**config.mk**
```make
export PLATFORM = sky130hd
export DESIGN_NAME = ioc_ctrl
export DESIGN_NICKNAME = d
export VERILOG_FILES = /design/src/core/ioc_pkg.sv /design/src/core/ioc_ctrl.sv /design/src/core/ioc_gate.sv /design/src/core/ioc_sync3.sv
export SDC_FILE = /design/constraint.sdc
export NUM_CORES = 1
export LEC_CHECK = 0
export BUFFER_PORTS_ARGS = -buffer_cell sky130_fd_sc_hd__buf_2
export CAP_MARGIN = 40
export CORE_MARGIN = 2
export CORE_UTILIZATION = 40
export CTS_CLUSTER_DIAMETER = 50
export DETAILED_ROUTE_END_ITERATION = 8
export GPL_ROUTABILITY_DRIVEN = 0
export PLACE_DENSITY_LB_ADDON = 0.15
export SYNTH_ARGS = -nofsm -noshare
export SYNTH_HDL_FRONTEND = slang
export SYNTH_SLANG_ARGS = --single-unit
export TNS_END_PERCENT = 100
```
**constraint.sdc**
```tcl
create_clock -name pclk -period 3.53 [get_ports pclk]
set_clock_uncertainty 0.15 [all_clocks]
set_input_delay 0.8825 -clock pclk [delete_from_list [all_inputs] [get_ports pclk]]
set_output_delay 0.8825 -clock pclk [all_outputs]
set_load 0.02 [all_outputs]
```
**src/core/ioc_pkg.sv**
```systemverilog
package ioc_pkg;
    // ==============================
    // register map
    localparam logic [7:0]  ULP_OSC_OFFSET      = 8'h1c;
    localparam logic [7:0]  MID_OSC_OFFSET      = 8'h20;
    localparam logic [7:0]  FLOOP_OFFSET        = 8'h24;
    localparam logic [7:0]  STATUS_OFFSET       = 8'h38;
    localparam logic [7:0]  CTRL_OFFSET         = 8'h3c;
    // ==============================
    // ulp oscillator fields
    localparam int          ULP_LOCK_BIT        = 7;
    localparam int          ULP_TRIM_LSB        = 0;
    localparam int          ULP_TRIM_W          = 5;
    // ==============================
    // mid oscillator fields
    localparam int          MID_RANGE_LSB       = 30;
    localparam int          MID_TRIM_LSB        = 16;
    localparam int          MID_TRIM_W          = 12;
    localparam int          MID_DIV_LSB         = 8;
    localparam int          REQUEST_GATED_RUN_BIT        = 7;
    localparam int          STANDBY_BIT         = 6;
    localparam int          ENABLE_BIT          = 1;
    localparam logic [31:0] MID_RESET_LOW       = 32'h0000_0382;
    // ==============================
    // loop and slow oscillator fields
    localparam int          FL_QLOFF_BIT        = 9;
    localparam int          FL_CCOFF_BIT        = 8;
    localparam int          FL_DROP_LOCK_ON_WAKE_BIT         = 4;
    localparam int          FL_STABLE_BIT       = 3;
    localparam int          FL_MODE_BIT         = 2;
    localparam logic [15:0] FL_RESET            = 16'h0080;
    localparam logic [15:0] FL_MASK             = 16'h03de;
    localparam int          SLOW_OUT_BIT        = 2;
    localparam int          SLOW_EN_BIT         = 1;
    // ==============================
    // timing
    localparam int          CLK_MHZ             = 125;
    localparam int          SYNC_NS             = 48;
    localparam int          SYNC_CYC            = (SYNC_NS * CLK_MHZ + 999) / 1000;
    localparam int          START_NS            = 200;
    localparam int          START_CYC           = (START_NS * CLK_MHZ + 999) / 1000;

    typedef struct packed {
        logic [1:0]  range;
        logic [11:0] trim;
        logic [1:0]  div;
        logic        request_gated_run;
        logic        standby;
        logic        enable;
    } ioc_mid_s;

    typedef struct packed {
        logic [1:0]  range;
        logic [11:0] mid_trim;
        logic [4:0]  ulp_trim;
    } ioc_trim_value_s;
endpackage : ioc_pkg

```
**src/core/ioc_ctrl.sv**
```systemverilog
// Implementation choice: the APB slave port.
`timescale 1ns/1ns
`default_nettype none
// Functional notes
// - ulp lock bit 7 set blocks writes to the ulp register
// - ulp trim bits 4:0 loaded from calibration at startup
// - mid range bits 31:30 loaded at startup, select band
// - mid trim bits 27:16 loaded at startup, temperature and process halves
// - prescaler bits 9:8 divide mid clock by 1, 2, 4 or 8
// - on-demand bit 7 runs enabled source only when requested
// - standby stops source unless run-in-standby bit 6 set
// - enable bit 1 reads 0 off or starting, 1 on or stopping
// - loop bit 9 zero enables quick lock
// - loop bit 8 zero enables chill cycle
// - loop bit 4 drops locks on wake after a stopped clock
// - loop bit 3 freezes fine value after fine lock
// - loop bit 2 selects open or closed loop
// - loop control resets to 0x0080
// - slow output bit 2 gates the 32 kHz output
// - loop enable reads back at once, acts after sync delay
module ioc_ctrl
    import ioc_pkg::*;
#(
    parameter int SYNC_CYCLES  = SYNC_CYC,
    parameter int START_CYCLES = START_CYC
) (
    // apb
    input  wire logic        pclk,
    input  wire logic        presetn,
    input  wire logic        psel,
    input  wire logic        penable,
    input  wire logic        pwrite,
    input  wire logic [7:0]  paddr,
    input  wire logic [31:0] pwdata,
    output logic      [31:0] prdata,
    output logic             pready,
    output logic             pslverr,
    // system
    input  wire logic        write_protect,
    input  wire logic        in_standby,
    input  wire logic        wake_event,
    input  wire ioc_pkg::ioc_trim_value_s trim_value,
    // peripheral clock requests
    input  wire logic        mid_request,
    input  wire logic        loop_request,
    // oscillator inputs
    input  wire logic        mid_osc_clk,
    input  wire logic        slow_osc_clk,
    input  wire logic        loop_fine_locked,
    // oscillator controls
    output ioc_pkg::ioc_mid_s mid_cfg,
    output logic [4:0]       ulp_trim,
    output logic             mid_run,
    output logic             mid_div_clk,
    output logic             loop_run,
    output logic             loop_closed,
    output logic             loop_quick_lock,
    output logic             loop_chill_cycle,
    output logic             loop_drop_locks,
    output logic             loop_freeze_fine,
    output logic             slow_clk_out
);
    import ioc_pkg::*;

    // ==============================
    // registers
    logic [7:0]  ulp_q;
    logic        loaded_q;
    ioc_mid_s    mid_q;
    logic [15:0] fl_q;
    logic [7:0]  slow_q;
    logic        mid_on_q;
    logic [7:0]  mid_cnt_q;
    logic        loop_act_q;
    logic [7:0]  loop_cnt_q;
    logic        loop_stopped_q;
    logic        fine_frozen_q;
    logic [2:0]  div_cnt_q;
    logic        mid_clk_s;
    logic        slow_clk_s;
    logic        mid_clk_q;
    logic        mid_gate_run;
    logic        loop_gate_run;
    logic        wr;

    function automatic logic hit(input logic [7:0] a, input logic [7:0] off);
        hit = (a == off);
    endfunction : hit

    // true on the last sampled edge of each group of 2^sel edges
    function automatic logic div_due(input logic [2:0] cnt, input logic [1:0] sel);
        logic [2:0] mask;
        mask    = 3'((4'd1 << sel) - 4'd1);
        div_due = (cnt & mask) == 3'd0;
    endfunction : div_due

    // ==============================
    // bus
    assign pready  = 1'b1;
    assign pslverr = 1'b0;
    assign wr      = psel && penable && pwrite && !write_protect;

    always_ff @(posedge pclk or negedge presetn) begin
        if (!presetn) begin
            loaded_q <= 1'b0;
            ulp_q    <= '0;
        end else if (!loaded_q) begin
            // calibration is copied once, on the first edge after reset
            loaded_q <= 1'b1;
            ulp_q    <= {3'b000, trim_value.ulp_trim};
        end else if (wr && hit(paddr, ULP_OSC_OFFSET) && !ulp_q[ULP_LOCK_BIT]) begin
            ulp_q <= {pwdata[ULP_LOCK_BIT], 2'b00, pwdata[ULP_TRIM_W-1:0]};
        end
    end

    always_ff @(posedge pclk or negedge presetn) begin
        if (!presetn) begin
            mid_q <= '0;
        end else if (!loaded_q) begin
            mid_q.range    <= trim_value.range;
            mid_q.trim     <= trim_value.mid_trim;
            mid_q.div      <= MID_RESET_LOW[MID_DIV_LSB +: 2];
            mid_q.request_gated_run <= MID_RESET_LOW[REQUEST_GATED_RUN_BIT];
            mid_q.standby  <= MID_RESET_LOW[STANDBY_BIT];
            mid_q.enable   <= MID_RESET_LOW[ENABLE_BIT];
        end else if (wr && hit(paddr, MID_OSC_OFFSET)) begin
            mid_q.range    <= pwdata[MID_RANGE_LSB +: 2];
            mid_q.trim     <= pwdata[MID_TRIM_LSB +: MID_TRIM_W];
            mid_q.div      <= pwdata[MID_DIV_LSB +: 2];
            mid_q.request_gated_run <= pwdata[REQUEST_GATED_RUN_BIT];
            mid_q.standby  <= pwdata[STANDBY_BIT];
            mid_q.enable   <= pwdata[ENABLE_BIT];
        end
    end

    always_ff @(posedge pclk or negedge presetn) begin
        if (!presetn) begin
            fl_q <= FL_RESET;
        end else if (wr && hit(paddr, FLOOP_OFFSET)) begin
            fl_q <= pwdata[15:0] & FL_MASK;
        end
    end

    always_ff @(posedge pclk or negedge presetn) begin
        if (!presetn) begin
            slow_q <= '0;
        end else if (wr && hit(paddr, CTRL_OFFSET)) begin
            slow_q <= {5'b00000, pwdata[SLOW_OUT_BIT], pwdata[SLOW_EN_BIT], 1'b0};
        end
    end

    always_comb begin
        prdata = '0;
        if (psel && !pwrite) begin
            unique case (paddr)
                ULP_OSC_OFFSET: prdata = {24'h00_0000, ulp_q};
                MID_OSC_OFFSET: begin
                    prdata[MID_RANGE_LSB +: 2]          = mid_q.range;
                    prdata[MID_TRIM_LSB +: MID_TRIM_W]  = mid_q.trim;
                    prdata[MID_DIV_LSB +: 2]            = mid_q.div;
                    prdata[REQUEST_GATED_RUN_BIT]                = mid_q.request_gated_run;
                    prdata[STANDBY_BIT]                 = mid_q.standby;
                    prdata[ENABLE_BIT]                  = mid_on_q;
                end
                FLOOP_OFFSET:   prdata = {16'h0000, fl_q};
                STATUS_OFFSET:  prdata = {28'h000_0000, fine_frozen_q, loop_act_q,
                                          mid_run, mid_on_q};
                CTRL_OFFSET:    prdata = {24'h00_0000, slow_q};
                default:        prdata = '0;
            endcase
        end
    end

    // ==============================
    // mid oscillator enable handshake
    // the enable bit shows the settled state until a start or stop is over
    always_ff @(posedge pclk or negedge presetn) begin
        if (!presetn) begin
            mid_on_q  <= 1'b0;
            mid_cnt_q <= '0;
        end else if (mid_q.enable == mid_on_q) begin
            mid_cnt_q <= '0;
        end else if (mid_cnt_q == 8'(START_CYCLES - 1)) begin
            mid_on_q  <= mid_q.enable;
            mid_cnt_q <= '0;
        end else begin
            mid_cnt_q <= mid_cnt_q + 8'd1;
        end
    end

    ioc_gate u_mid_gate (
        .pclk        (pclk),
        .presetn     (presetn),
        .enable      (mid_on_q),
        .request_gated_run    (mid_q.request_gated_run),
        .standby_run (mid_q.standby),
        .in_standby  (in_standby),
        .request     (mid_request),
        .run         (mid_gate_run)
    );
    assign mid_run = mid_gate_run;

    // ==============================
    // mid prescaler on sampled oscillator edges
    // both oscillator clocks are asynchronous to pclk
    ioc_sync3 #(.W(2)) u_sync (
        .pclk    (pclk),
        .presetn (presetn),
        .d       ({mid_osc_clk, slow_osc_clk}),
        .q       ({mid_clk_s, slow_clk_s})
    );

    always_ff @(posedge pclk or negedge presetn) begin
        if (!presetn) begin
            mid_clk_q   <= 1'b0;
            div_cnt_q   <= '0;
            mid_div_clk <= 1'b0;
        end else begin
            mid_clk_q <= mid_clk_s;
            if (!mid_run) begin
                div_cnt_q   <= '0;
                mid_div_clk <= 1'b0;
            end else if (mid_clk_s && !mid_clk_q) begin
                div_cnt_q   <= div_cnt_q + 3'd1;
                mid_div_clk <= div_due(div_cnt_q + 3'd1, mid_q.div);
            end else begin
                // one pclk pulse per divided edge, whatever the ratio
                mid_div_clk <= 1'b0;
            end
        end
    end

    // ==============================
    // loop enable sync delay and controls
    always_ff @(posedge pclk or negedge presetn) begin
        if (!presetn) begin
            loop_act_q <= 1'b0;
            loop_cnt_q <= '0;
        end else if (fl_q[ENABLE_BIT] == loop_act_q) begin
            loop_cnt_q <= '0;
        end else if (loop_cnt_q == 8'(SYNC_CYCLES - 1)) begin
            loop_act_q <= fl_q[ENABLE_BIT];
            loop_cnt_q <= '0;
        end else begin
            loop_cnt_q <= loop_cnt_q + 8'd1;
        end
    end

    ioc_gate u_loop_gate (
        .pclk        (pclk),
        .presetn     (presetn),
        .enable      (loop_act_q),
        .request_gated_run    (fl_q[REQUEST_GATED_RUN_BIT]),
        .standby_run (fl_q[STANDBY_BIT]),
        .in_standby  (in_standby),
        .request     (loop_request),
        .run         (loop_gate_run)
    );
    assign loop_run = loop_gate_run;

    always_ff @(posedge pclk or negedge presetn) begin
        if (!presetn) begin
            loop_stopped_q  <= 1'b0;
            loop_drop_locks <= 1'b0;
        end else begin
            loop_drop_locks <= wake_event && loop_stopped_q && fl_q[FL_DROP_LOCK_ON_WAKE_BIT];
            if (in_standby && !loop_run) begin
                loop_stopped_q <= 1'b1;
            end else if (wake_event) begin
                loop_stopped_q <= 1'b0;
            end
        end
    end

    always_ff @(posedge pclk or negedge presetn) begin
        if (!presetn) begin
            fine_frozen_q <= 1'b0;
        end else if (!fl_q[FL_STABLE_BIT] || !loop_act_q || loop_drop_locks) begin
            fine_frozen_q <= 1'b0;
        end else if (loop_fine_locked) begin
            fine_frozen_q <= 1'b1;
        end
    end

    assign loop_freeze_fine = fine_frozen_q;
    assign loop_quick_lock  = !fl_q[FL_QLOFF_BIT];
    assign loop_chill_cycle = !fl_q[FL_CCOFF_BIT];
    assign loop_closed      = fl_q[FL_MODE_BIT];
    assign mid_cfg          = mid_q;
    assign ulp_trim         = ulp_q[ULP_TRIM_W-1:0];

    always_ff @(posedge pclk or negedge presetn) begin
        if (!presetn) begin
            slow_clk_out <= 1'b0;
        end else begin
            // gated by both control bits and the sampled clock
            slow_clk_out <= slow_q[SLOW_OUT_BIT] && slow_q[SLOW_EN_BIT] && slow_clk_s;
        end
    end
endmodule : ioc_ctrl
`default_nettype wire

```
**src/core/ioc_gate.sv**
```systemverilog
`timescale 1ns/1ns
`default_nettype none
module ioc_gate (
    // clock and reset
    input  wire logic pclk,
    input  wire logic presetn,
    // controls
    input  wire logic enable,
    input  wire logic request_gated_run,
    input  wire logic standby_run,
    input  wire logic in_standby,
    input  wire logic request,
    // result
    output logic      run
);
    // oscillator runs when enabled, gated by demand and standby
    always_comb begin
        run = enable && (!request_gated_run || request) && (!in_standby || standby_run);
    end
endmodule : ioc_gate
`default_nettype wire

```
**src/core/ioc_sync3.sv**
```systemverilog
`timescale 1ns/1ns
`default_nettype none
module ioc_sync3 #(
    parameter int W = 1
) (
    // clock and reset
    input  wire logic         pclk,
    input  wire logic         presetn,
    // data
    input  wire logic [W-1:0] d,
    output logic      [W-1:0] q
);
    logic [W-1:0] s1_q;
    logic [W-1:0] s2_q;
    logic [W-1:0] s3_q;
    always_ff @(posedge pclk or negedge presetn) begin
        if (!presetn) begin
            s1_q <= '0;
            s2_q <= '0;
            s3_q <= '0;
            q    <= '0;
        end else begin
            s1_q <= d;
            s2_q <= s1_q;
            s3_q <= s2_q;
            if (s2_q == s3_q) begin
                q <= s3_q;
            end
        end
    end
endmodule : ioc_sync3
`default_nettype wire

```
==> flow_summary.json, run 1 <==
{
  "die_y_um": 99.4,
  "post_synth.cell_area_avg_um2": 10.3,
  "root_buffer": "clkbuf_8",
  "drive_gt1_share_pct": 35.3,
  "rsz0062_at_grt": "yes",
  "critPathMaxStageDelay_ns": 0.55,
  "clk_pin_slew_ns": 0.08,
  "cts_htree_levels": 3,
  "cp_num_cells": 7,
  "min_period_ns": 3.47,
  "clockBufferDepth": 2,
  "dieArea_um2": 9870,
  "drc_errors": 0,
  "clock-sinks": 71,
  "drt_iter0_markers": 113,
  "grt_pass1_vias": 2711,
  "grt_pass1_wl_um": 13400,
  "dr_wl_met3_um": 470,
  "wl_um": 8470,
  "worstSetupEndpoint": "prdata[26]",
  "multi_input_area_um2": 1660,
  "grt_usage_pct": 17.4,
  "met2_length_um": 3970,
  "path_class": "input pin to output port",
  "crit_top_cell": "buf_2",
  "crit_buf_inv": 3,
  "outcome": "finished clean",
  "area_growth_pct": 28.2,
  "post_cts_buffers": 0,
  "ant_nets": 0,
  "timing.rr.start": "mid_cnt_q[0]$_DFF_PN0_",
  "finalSetupViolCount": 0,
  "rows": 34,
  "crit_family": "simple AND/OR/NAND/NOR gates",
  "cp.arrival_ns": 2.44,
  "synthFlopType": "dfrtp_1",
  "cp_slowest_cell": "or4_4",
  "synth_largest_area_cell": "dfrtp_1",
  "hold_viol": 0,
  "worstPathCellList": "buf_2 -> or4_4 -> or3_4 -> nor2_4 -> buf_12 -> and2_1 -> buf_2",
  "final_core_util_pct": 53.2,
  "final_nets": 553,
  "required_ns": 2.50,
  "cellLeakagePower_nw": 2.23,
  "hpwlAfterDp_um": 6330,
  "relSlewSlack_pct": 50.4,
  "synthTopCellsByArea": "dfrtp_1 48%, mux2i_1 7.2%, nor2_1 5.3%",
  "cp_max_fo": 14,
  "fin_setup_tns_ns": 0,
  "pin_count": 139,
  "first_pass_iters": 4,
  "antenna_found_initial": 0,
  "wire_per_inst_um": 14.4,
  "dp_slack_ns": 0.0110,
  "reg2reg_depth": 6,
  "fmax_mhz": 288,
  "period_share_pct": 98.3,
  "startpoint": "paddr[1]",
  "fin_ws_ns": 0.0614,
  "ir_worst_vdd_mv": 0.309,
  "core-area_um2": 8760,
  "syn_area_um2": 3640,
  "rr_endpoint": "mid_cnt_q[4]$_DFF_PN0_",
  "die_w_um": 99.4,
  "top_layer": "met4",
  "rrSetupSlack_ns": 1.42,
  "drv_slew": 0,
  "synth_cells": 353,
  "initial_utilization_pct": 41.5,
  "io_buffers": 118,
  "yosys_warnings": 0,
  "fill_cells": 830,
  "maxCapViolCount": 0,
  "synth_top_area_share_pct": 48.2,
  "clkLatencyLatePin_ns": 0.34,
  "layout.area.seq_um2": 1780,
  "num_antenna_cells": 0,
  "vias": 2898,
  "cts_tree": "yes",
  "avgViaCountPerCell": 4.92,
  "postCtsHoldBufs": 0,
  "synth_most_common_cell": "dfrtp_1",
  "cts_buffers": 9,
  "finalPower_w": 0.00212,
  "synth_common_cells": "70 x dfrtp_1, 51 x nor2_1, 26 x a21oi_1, 26 x mux2i_1, 18 x buf_4",
  "synth_cell_type_count": 47,
  "grt_max_degree": 72,
  "grt_overflow": 0,
  "async_flop_share_pct": 100,
  "synth_enable_flop_cells": 0,
  "ys_seq_elements": 71,
  "tightestPinTransition_ns": 0.745,
  "pwr_density_cell_nw_per_um2": 454,
  "worstSetupEndpointType": "output port",
  "ctsResizeCount": 0,
  "hp-class": "register to register",
  "crit_path_start_kind": "input pin",
  "wl_met1_um": 3920,
  "synth_seq_area_share_pct": 48.9
}
[cell families (layout without fill, tap and decap cells)]
group | after synthesis | in the layout | share of synthesized area [%]
mux | 39 | 39 | 11.2
simple gates | 129 | 129 | 18.9
xor+xnor | 19 | 19 | 4.58
flops | 71 | 71 | 48.9
fa+ha+maj | 5 | 5 | 1.72
other cells | 2 | 12 | 0.206
buf+inv | 42 | 160 | 6.85
compound gates | 46 | 46 | 7.71
[report_power, final]
part           total [W]  internal, W  leakage, nW  switching (W)
Combinational   0.000286     0.000121         1.21       0.000164
Sequential      0.000942     0.000874        0.884      0.0000676
Clock           0.000892     0.000580        0.136       0.000312
Total            0.00212      0.00158         2.23       0.000544
[layer usage]
layer,GRT usage (%),up-vias
met5,0,-
met4,5.37,0
met3,3.87,9
met2,27.4,79
met1,24.1,1386
li1,-,1424
[state kept, by name, summed over array words and instances (netlist names), 2 cells and up]
signal and flops:
ulp_q 6, div_cnt_q 3, u_sync.s1_q 2, u_sync.s3_q 2, fl_q 8, loop_cnt_q 8, slow_q 2, u_sync.q 2
mid_cfg 19, u_sync.s2_q 2, mid_cnt_q 8
[worst min path at each step]
stage	startpoint	endpoint	slack [ns]	cells after the start
2_1_floorplan	u_sync.s1_q[0]$_DFF_PN0_	u_sync.s2_q[0]$_DFF_PN0_	0.18	0
6_report	u_sync.s1_q[1]$_DFF_PN0_	u_sync.s2_q[1]$_DFF_PN0_	0.19	0
4_1_cts	u_sync.s1_q[0]$_DFF_PN0_	u_sync.s2_q[0]$_DFF_PN0_	0.19	0
3_3_place_gp	u_sync.s1_q[1]$_DFF_PN0_	u_sync.s2_q[1]$_DFF_PN0_	0.18	0
3_5_place_dp	u_sync.s1_q[0]$_DFF_PN0_	u_sync.s2_q[0]$_DFF_PN0_	0.19	0
5_1_grt	u_sync.s1_q[0]$_DFF_PN0_	u_sync.s2_q[0]$_DFF_PN0_	0.21	0
[layout by cell type, fill, tap and decap left out, drive strengths merged, types with 12 or more instances in the layout]
master / netlist / routed
inv: 12 / 12
nand2: 15 / 15
dfrtp: 70 / 70
mux2i: 26 / 26
mux2: 13 / 13
nor2: 52 / 52
buf: 23 / 132
and2: 16 / 16
conb: 2 / 12
a21oi: 26 / 26
[metrics by stage]
step           instances  hold WS, ns  cell area (um2)
2_1_floorplan        363        0.181             3670
3_3_place_gp         573        0.183             4340
3_5_place_dp         573        0.187             4340
4_1_cts              589        0.194             4620
5_1_grt              589        0.210             4660
6_report             589        0.192             4660
[final cells by class]
type                       instances  area share, %
multi-input combinational        250           35.6
tap                              108           2.90
clock inverter                     5           2.74
sequential                        71           38.1
timing repair buffer             132           16.4
inverter                          12          0.966
clock buffer                      11           3.25
[worst register-to-register path: cells and delay by family (launching register included)]
| kind | cells | cell delay, ns |
|---|---|---|
| flops | 1 | 0.41 |
| fa+ha+maj | 1 | 0.12 |
| simple gates | 4 | 1.24 |
| buf+inv | 1 | 0.07 |
(Power assumes the default switching activity.)
==> run 2, diff against run 1 <==
- SYNTH_HIERARCHICAL: not set -> 1
==> flow_summary.json, run 2 <==
{
  "drive_gt1_share_pct": 32.3,
  "fin_setup_tns_ns": 0,
  "yosys-mux-area-fraction_pct": 7.17,
  "pin_count": 139,
  "syn_area_um2": 3590,
  "grt_overflow": 0,
  "synth_enable_flop_cells": 0,
  "postCtsHoldBufs": 0,
  "wire_per_inst_um": 14.1,
  "hp-class": "register to register",
  "yosys_warnings": 6,
  "dieArea_um2": 9760,
  "hpwlAfterDp_um": 6210,
  "synthAdderAreaFrac_pct": 1.74,
  "fill_cells": 817,
  "cts_tree": "yes",
  "final_common_cell": "buf_2",
  "rrSetupSlack_ns": 1.83,
  "rows": 34,
  "pwr_density_cell_nw_per_um2": 431,
  "grt_usage_pct": 17.7,
  "synth-simple-area-share_pct": 22.2,
  "reg2reg_depth": 4,
  "cp.arrival_ns": 2.26,
  "avgViaCountPerCell": 4.93,
  "drt_iter0_markers": 112,
  "cp_max_fo": 12,
  "rr_endpoint": "ulp_q[4]$_DFFE_PN0P_",
  "cts_buffers": 9,
  "relSlewSlack_pct": 60.9,
  "grt_pass1_wl_um": 13700,
  "finalPower_w": 0.00192,
  "final_cells": 594,
  "hp-start": "u_sync/s1_q[0]$_DFF_PN0_",
  "synth_top_area_share_pct": 48.7,
  "root_buffer": "clkbuf_8",
  "maxCapViolCount": 0,
  "period_share_pct": 93.3,
  "synth_seq_area_share_pct": 49.5,
  "crit_path_start_kind": "input pin",
  "outcome": "finished clean",
  "cellLeakagePower_nw": 2.31,
  "wl_um": 8380,
  "synth_largest_area_cell": "dfrtp_1",
  "worstSetupEndpointType": "output port",
  "initial_utilization_pct": 41.2,
  "post_cts_buffers": 0,
  "final_nets": 559,
  "ir_worst_vdd_mv": 0.166,
  "synth_common_cells": "70 x dfrtp_1, 50 x nand2_1, 47 x nor2_1",
  "cts_htree_levels": 3,
  "async_flop_share_pct": 100,
  "io_buffers": 118,
  "synth_most_common_cell": "dfrtp_1",
  "ys_seq_elements": 71,
  "vias": 2929,
  "path_class": "input pin to output port",
  "worstHoldEndpoint": "u_sync/s2_q[0]$_DFF_PN0_",
  "tightestPinTransition_ns": 0.585,
  "finalSetupViolCount": 0,
  "synthFlopType": "dfrtp_1",
  "rsz0062_at_grt": "no",
  "grt_pass1_vias": 2783,
  "core-area_um2": 8720,
  "area_growth_pct": 23.5,
  "final_cell_mix": "117 x buf_2, 70 x dfrtp_1, 50 x nand2_1",
  "num_antenna_cells": 0,
  "layout.area.seq_um2": 1780,
  "die_y_um": 98.8,
  "required_ns": 2.50,
  "clockBufferDepth": 2,
  "drv_slew": 0,
  "fmax_mhz": 304,
  "first_pass_iters": 4,
  "clkLatencyLatePin_ns": 0.34,
  "grt_max_degree": 52,
  "clk_pin_slew_ns": 0.08,
  "synth_cell_type_count": 45,
  "dp.cells": 579,
  "synthTopCellsByArea": "dfrtp_1 49%, nand2_1 5.2%, nor2_1 4.9%",
  "multi_input_area_um2": 1620,
  "min_period_ns": 3.29,
  "synth_top_family_by_area": "simple AND/OR/NAND/NOR gates",
  "ant_nets": 0,
  "post_synth.cell_area_avg_um2": 9.79,
  "antenna_found_initial": 1,
  "drc_errors": 0,
  "synth_cells": 367,
  "synth_compound_area_share_pct": 8.01,
  "die_w_um": 98.8,
  "clock-sinks": 71,
  "largest_reg_flops": 19,
  "hold_viol": 0,
  "whs_path_depth": 0,
  "timing.rr.start": "ulp_q[7]$_DFFE_PN0P_",
  "synth-xor-area-share_pct": 4.63,
  "ctsResizeCount": 0
}
## run 2: area by class of cell
type	instances	area share (%)
sequential	71	40.0
multi-input combinational	265	36.4
timing repair buffer	124	14.8
tap	108	3.04
clock buffer	9	2.79
clock inverter	6	1.94
inverter	11	0.930
## run 2: worst max-delay path by stage
stage	to	start	slack [ns]
final	prdata[1]	paddr[1]	0.24
after global routing	prdata[1]	paddr[1]	0.11
after CTS	prdata[3]	paddr[1]	0.22
after detailed placement	prdata[3]	paddr[1]	0.22
after global placement	prdata[3]	paddr[1]	0.23
after floorplan	prdata[3]	paddr[1]	0.42
## run 2: logic make-up (layout without fill, tap and decap cells)
logic type,Yosys count,in the layout
flip-flops,71,71
other,2,12
AO/OA/AOI/OAI,43,43
adder cells (fa/ha/maj),5,5
XOR/XNOR,19,19
buffers and inverters,41,150
multiplexers,24,24
AND/OR/NAND/NOR,162,162
## run 2: report_power, final
part	leakage (nW)	internal, W	switching, W	total, W
registers	0.880	0.000875	0.0000595	0.000934
clock network	0.105	0.000393	0.000310	0.000703
logic	1.33	0.000115	0.000163	0.000278
total	2.31	0.00138	0.000533	0.00192
## run 2: worst max-delay path: stages
cell and delay (ns):
buf_2 0.10, nor4_2 0.33, buf_4 0.24, and4b_1 0.30, a22oi_1 0.11, nor2_1 0.11, buf_2 0.18
## run 2: metal layers
metal | wire length (um) | share of wire, % | GRT usage (%) | vias up
met5 | 0 | 0 | 0 | -
met4 | 75 | 0.89 | 5.69 | 0
met3 | 629 | 7.5 | 4.75 | 7
met2 | 3760 | 45 | 26.8 | 107
met1 | 3920 | 47 | 24.7 | 1372
li1 | - | - | - | 1443
## run 2: metrics by stage
stage	utilization [%]	hold slack (ns)	cell area (um2)	setup WS [ns]
finish	50.9	0.202	4440	0.238
global route	50.9	0.216	4440	0.113
CTS	50.9	0.204	4440	0.222
detailed placement	48.5	0.186	4230	0.224
global placement	48.2	0.183	4200	0.226
floorplan	-	0.181	3630	0.423
==> run 3, diff against run 2 <==
- ABC_AREA: not set -> 1
==> flow_summary.json, run 3 <==
{
  "crit_top_cell": "nor2_1",
  "required_ns": 2.50,
  "largest_reg_flops": 19,
  "path_class": "input pin to output port",
  "area_growth_pct": 22.5,
  "final_nets": 670,
  "cellLeakagePower_nw": 2.62,
  "tightestPinTransition_ns": 0.783,
  "synth_largest_area_cell": "dfrtp_1",
  "yosys_warnings": 6,
  "postCtsHoldBufs": 0,
  "ys_seq_elements": 71,
  "hpwlAfterDp_um": 7180,
  "worstSetupEndpointType": "output port",
  "synth_cells": 475,
  "relSlewSlack_pct": 47.8,
  "drc_errors": 0,
  "cp.arrival_ns": 2.06,
  "antenna_found_initial": 0,
  "rows": 35,
  "worstPathCellList": "buf_2 -> nor2_1 -> nand2_1 -> nor2_1 -> nand2_1 -> nand2_1 -> nor2_1 -> nor2_1 -> buf_2",
  "drt_iter0_markers": 124,
  "crit_path_start_kind": "input pin",
  "synthFlopType": "dfrtp_1",
  "syn_area_um2": 3860,
  "ir_worst_vdd_mv": 0.165,
  "first_pass_iters": 4,
  "clk_pin_slew_ns": 0.07,
  "cts_htree_levels": 3,
  "synth_common_cells": "124 x nand2_1, 70 x dfrtp_1, 63 x nor2_1",
  "clock-sinks": 71,
  "synth_seq_area_share_pct": 46.1,
  "avgViaCountPerCell": 4.70,
  "num_antenna_cells": 0,
  "grt_max_degree": 40,
  "post_synth.cell_area_avg_um2": 8.12,
  "drv_slew": 0,
  "grt_pass1_vias": 3060,
  "finalSetupViolCount": 0,
  "core-area_um2": 9280,
  "pwr_density_cell_nw_per_um2": 388,
  "hp-class": "register to register",
  "hold_viol": 0,
  "finalPower_w": 0.00184,
  "grt_pass1_wl_um": 14800,
  "initial_utilization_pct": 41.5,
  "dpl_cell_area_um2": 4520,
  "drive_gt1_share_pct": 29.3,
  "cp_slowest_cell": "nor2_1",
  "hold_ws_ns": 0.205,
  "ctsResizeCount": 0,
  "post_cts_buffers": 0,
  "critPathMaxStageDelay_ns": 0.33,
  "period_share_pct": 87.7,
  "crit_buf_inv": 2,
  "finish.instance_area_um2": 4730,
  "die_y_um": 102,
  "wire_per_inst_um": 12.6,
  "pin_count": 139,
  "maxCapViolCount": 0,
  "crit_family": "simple AND/OR/NAND/NOR gates",
  "clockBufferDepth": 2,
  "final_common_cell": "nand2_1",
  "cp_max_fo": 6,
  "async_flop_share_pct": 100,
  "ant_nets": 0,
  "cts_buffers": 9,
  "root_buffer": "clkbuf_8",
  "fin_setup_tns_ns": 0,
  "synth_enable_flop_cells": 0,
  "synth_top_area_share_pct": 45.4,
  "rsz0062_at_grt": "no",
  "clkLatencyLatePin_ns": 0.35,
  "fmax_mhz": 323,
  "outcome": "finished clean",
  "grt_overflow": 0,
  "fill_cells": 971,
  "dieArea_um2": 10400,
  "vias": 3420,
  "final_cell_mix": "124 x nand2_1, 118 x buf_2, 70 x dfrtp_1",
  "die_w_um": 102,
  "synthTopCellsByArea": "dfrtp_1 45%, nand2_1 12%, nor2_1 6.1%",
  "cts_tree": "yes",
  "io_buffers": 118,
  "final_core_util_pct": 50.9,
  "synth_most_common_cell": "nand2_1",
  "grt_usage_pct": 18.3,
  "min_period_ns": 3.10,
  "wl_um": 9180,
  "synth_cell_type_count": 35
}
[run 3: changes by cell type in the layout (fill, tap and decap cells not counted), moves of 8 or more]
| cell | before | now |
|---|---|---|
| a31oi_1 | 15 | 0 |
| and2_1 | 17 | 0 |
| inv_1 | 11 | 49 |
| mux2_2 | 14 | 0 |
| nand2_1 | 50 | 124 |
| nand2_2 | 0 | 8 |
| nand3_1 | 16 | 27 |
| nor2_1 | 47 | 63 |
| o21ai_0 | 1 | 14 |
| o21ai_2 | 0 | 15 |
[run 3: kinds of logic after synthesis]
family                     count (synthesis)  share of synthesized area, %
xor gates and xnor gates                   7                          1.59
buffers and inverters                     77                          9.96
muxes                                     14                          3.63
DFF                                       71                          46.1
AOI/OAI and AO/OA                         49                          7.91
other                                      2                         0.195
adders and majority gates                  5                          1.62
and+or+nand+nor                          250                          29.0
[run 3: worst register-to-register path, cell delays in order (launching register included)]
cell	delay (ns)
dfrtp_1	0.32
buf_4	0.32
inv_1	0.31
nor2_4	0.27
buf_12	0.23
nand2_1	0.09
o21ai_2	0.06
[run 3: cell type report]
class	instances	area, um2	area share [%]
flip-flops and latches	71	1780	37.6
multi-input cells	337	1730	36.7
well taps	129	161	3.41
clock inverters	3	40.0	0.847
repair buffers	123	653	13.8
inverters	51	193	4.08
clock buffers	13	169	3.57
[run 3: final timing paths]
path                       cells after the start                        to                     start  slack, ns
hold reg to reg                                0  u_sync/s2_q[0]$_DFF_PN0_  u_sync/s1_q[0]$_DFF_PN0_       0.20
hold / removal                                 0  u_sync/s2_q[0]$_DFF_PN0_  u_sync/s1_q[0]$_DFF_PN0_       0.20
min in group asynchronous                      1  div_cnt_q[1]$_DFFE_PN0P_                   presetn       0.46
setup reg to reg                               6   mid_cfg[18]$_DFFE_PN0P_        loaded_q$_DFF_PN0_       1.70
max in group asynchronous                      2      mid_on_q$_DFFE_PN0P_                   presetn       2.09
setup / recovery                               9                 prdata[2]                  paddr[1]       0.43
[run 3: report_power, final]
group	total [W]	switching [W]	internal [W]
logic	0.000264	0.000168	0.0000955
registers	0.000895	0.0000372	0.000858
clock network	0.000677	0.000294	0.000383
total	0.00184	0.000499	0.00134
[run 3: metal layers]
metal | vias to the layer above | wire length (um) | global-route usage, %
met5 | - | 0 | 0
met4 | 0 | 123 | 5.64
met3 | 11 | 585 | 4.04
met2 | 116 | 4340 | 29.0
met1 | 1586 | 4140 | 25.4
li1 | 1707 | - | -
[run 3: metrics by stage]
step	instances	setup WS, ns
2_1_floorplan	485	0.651
3_3_place_gp	710	0.450
3_5_place_dp	711	0.441
4_1_cts	727	0.436
5_1_grt	727	0.247
6_report	727	0.434
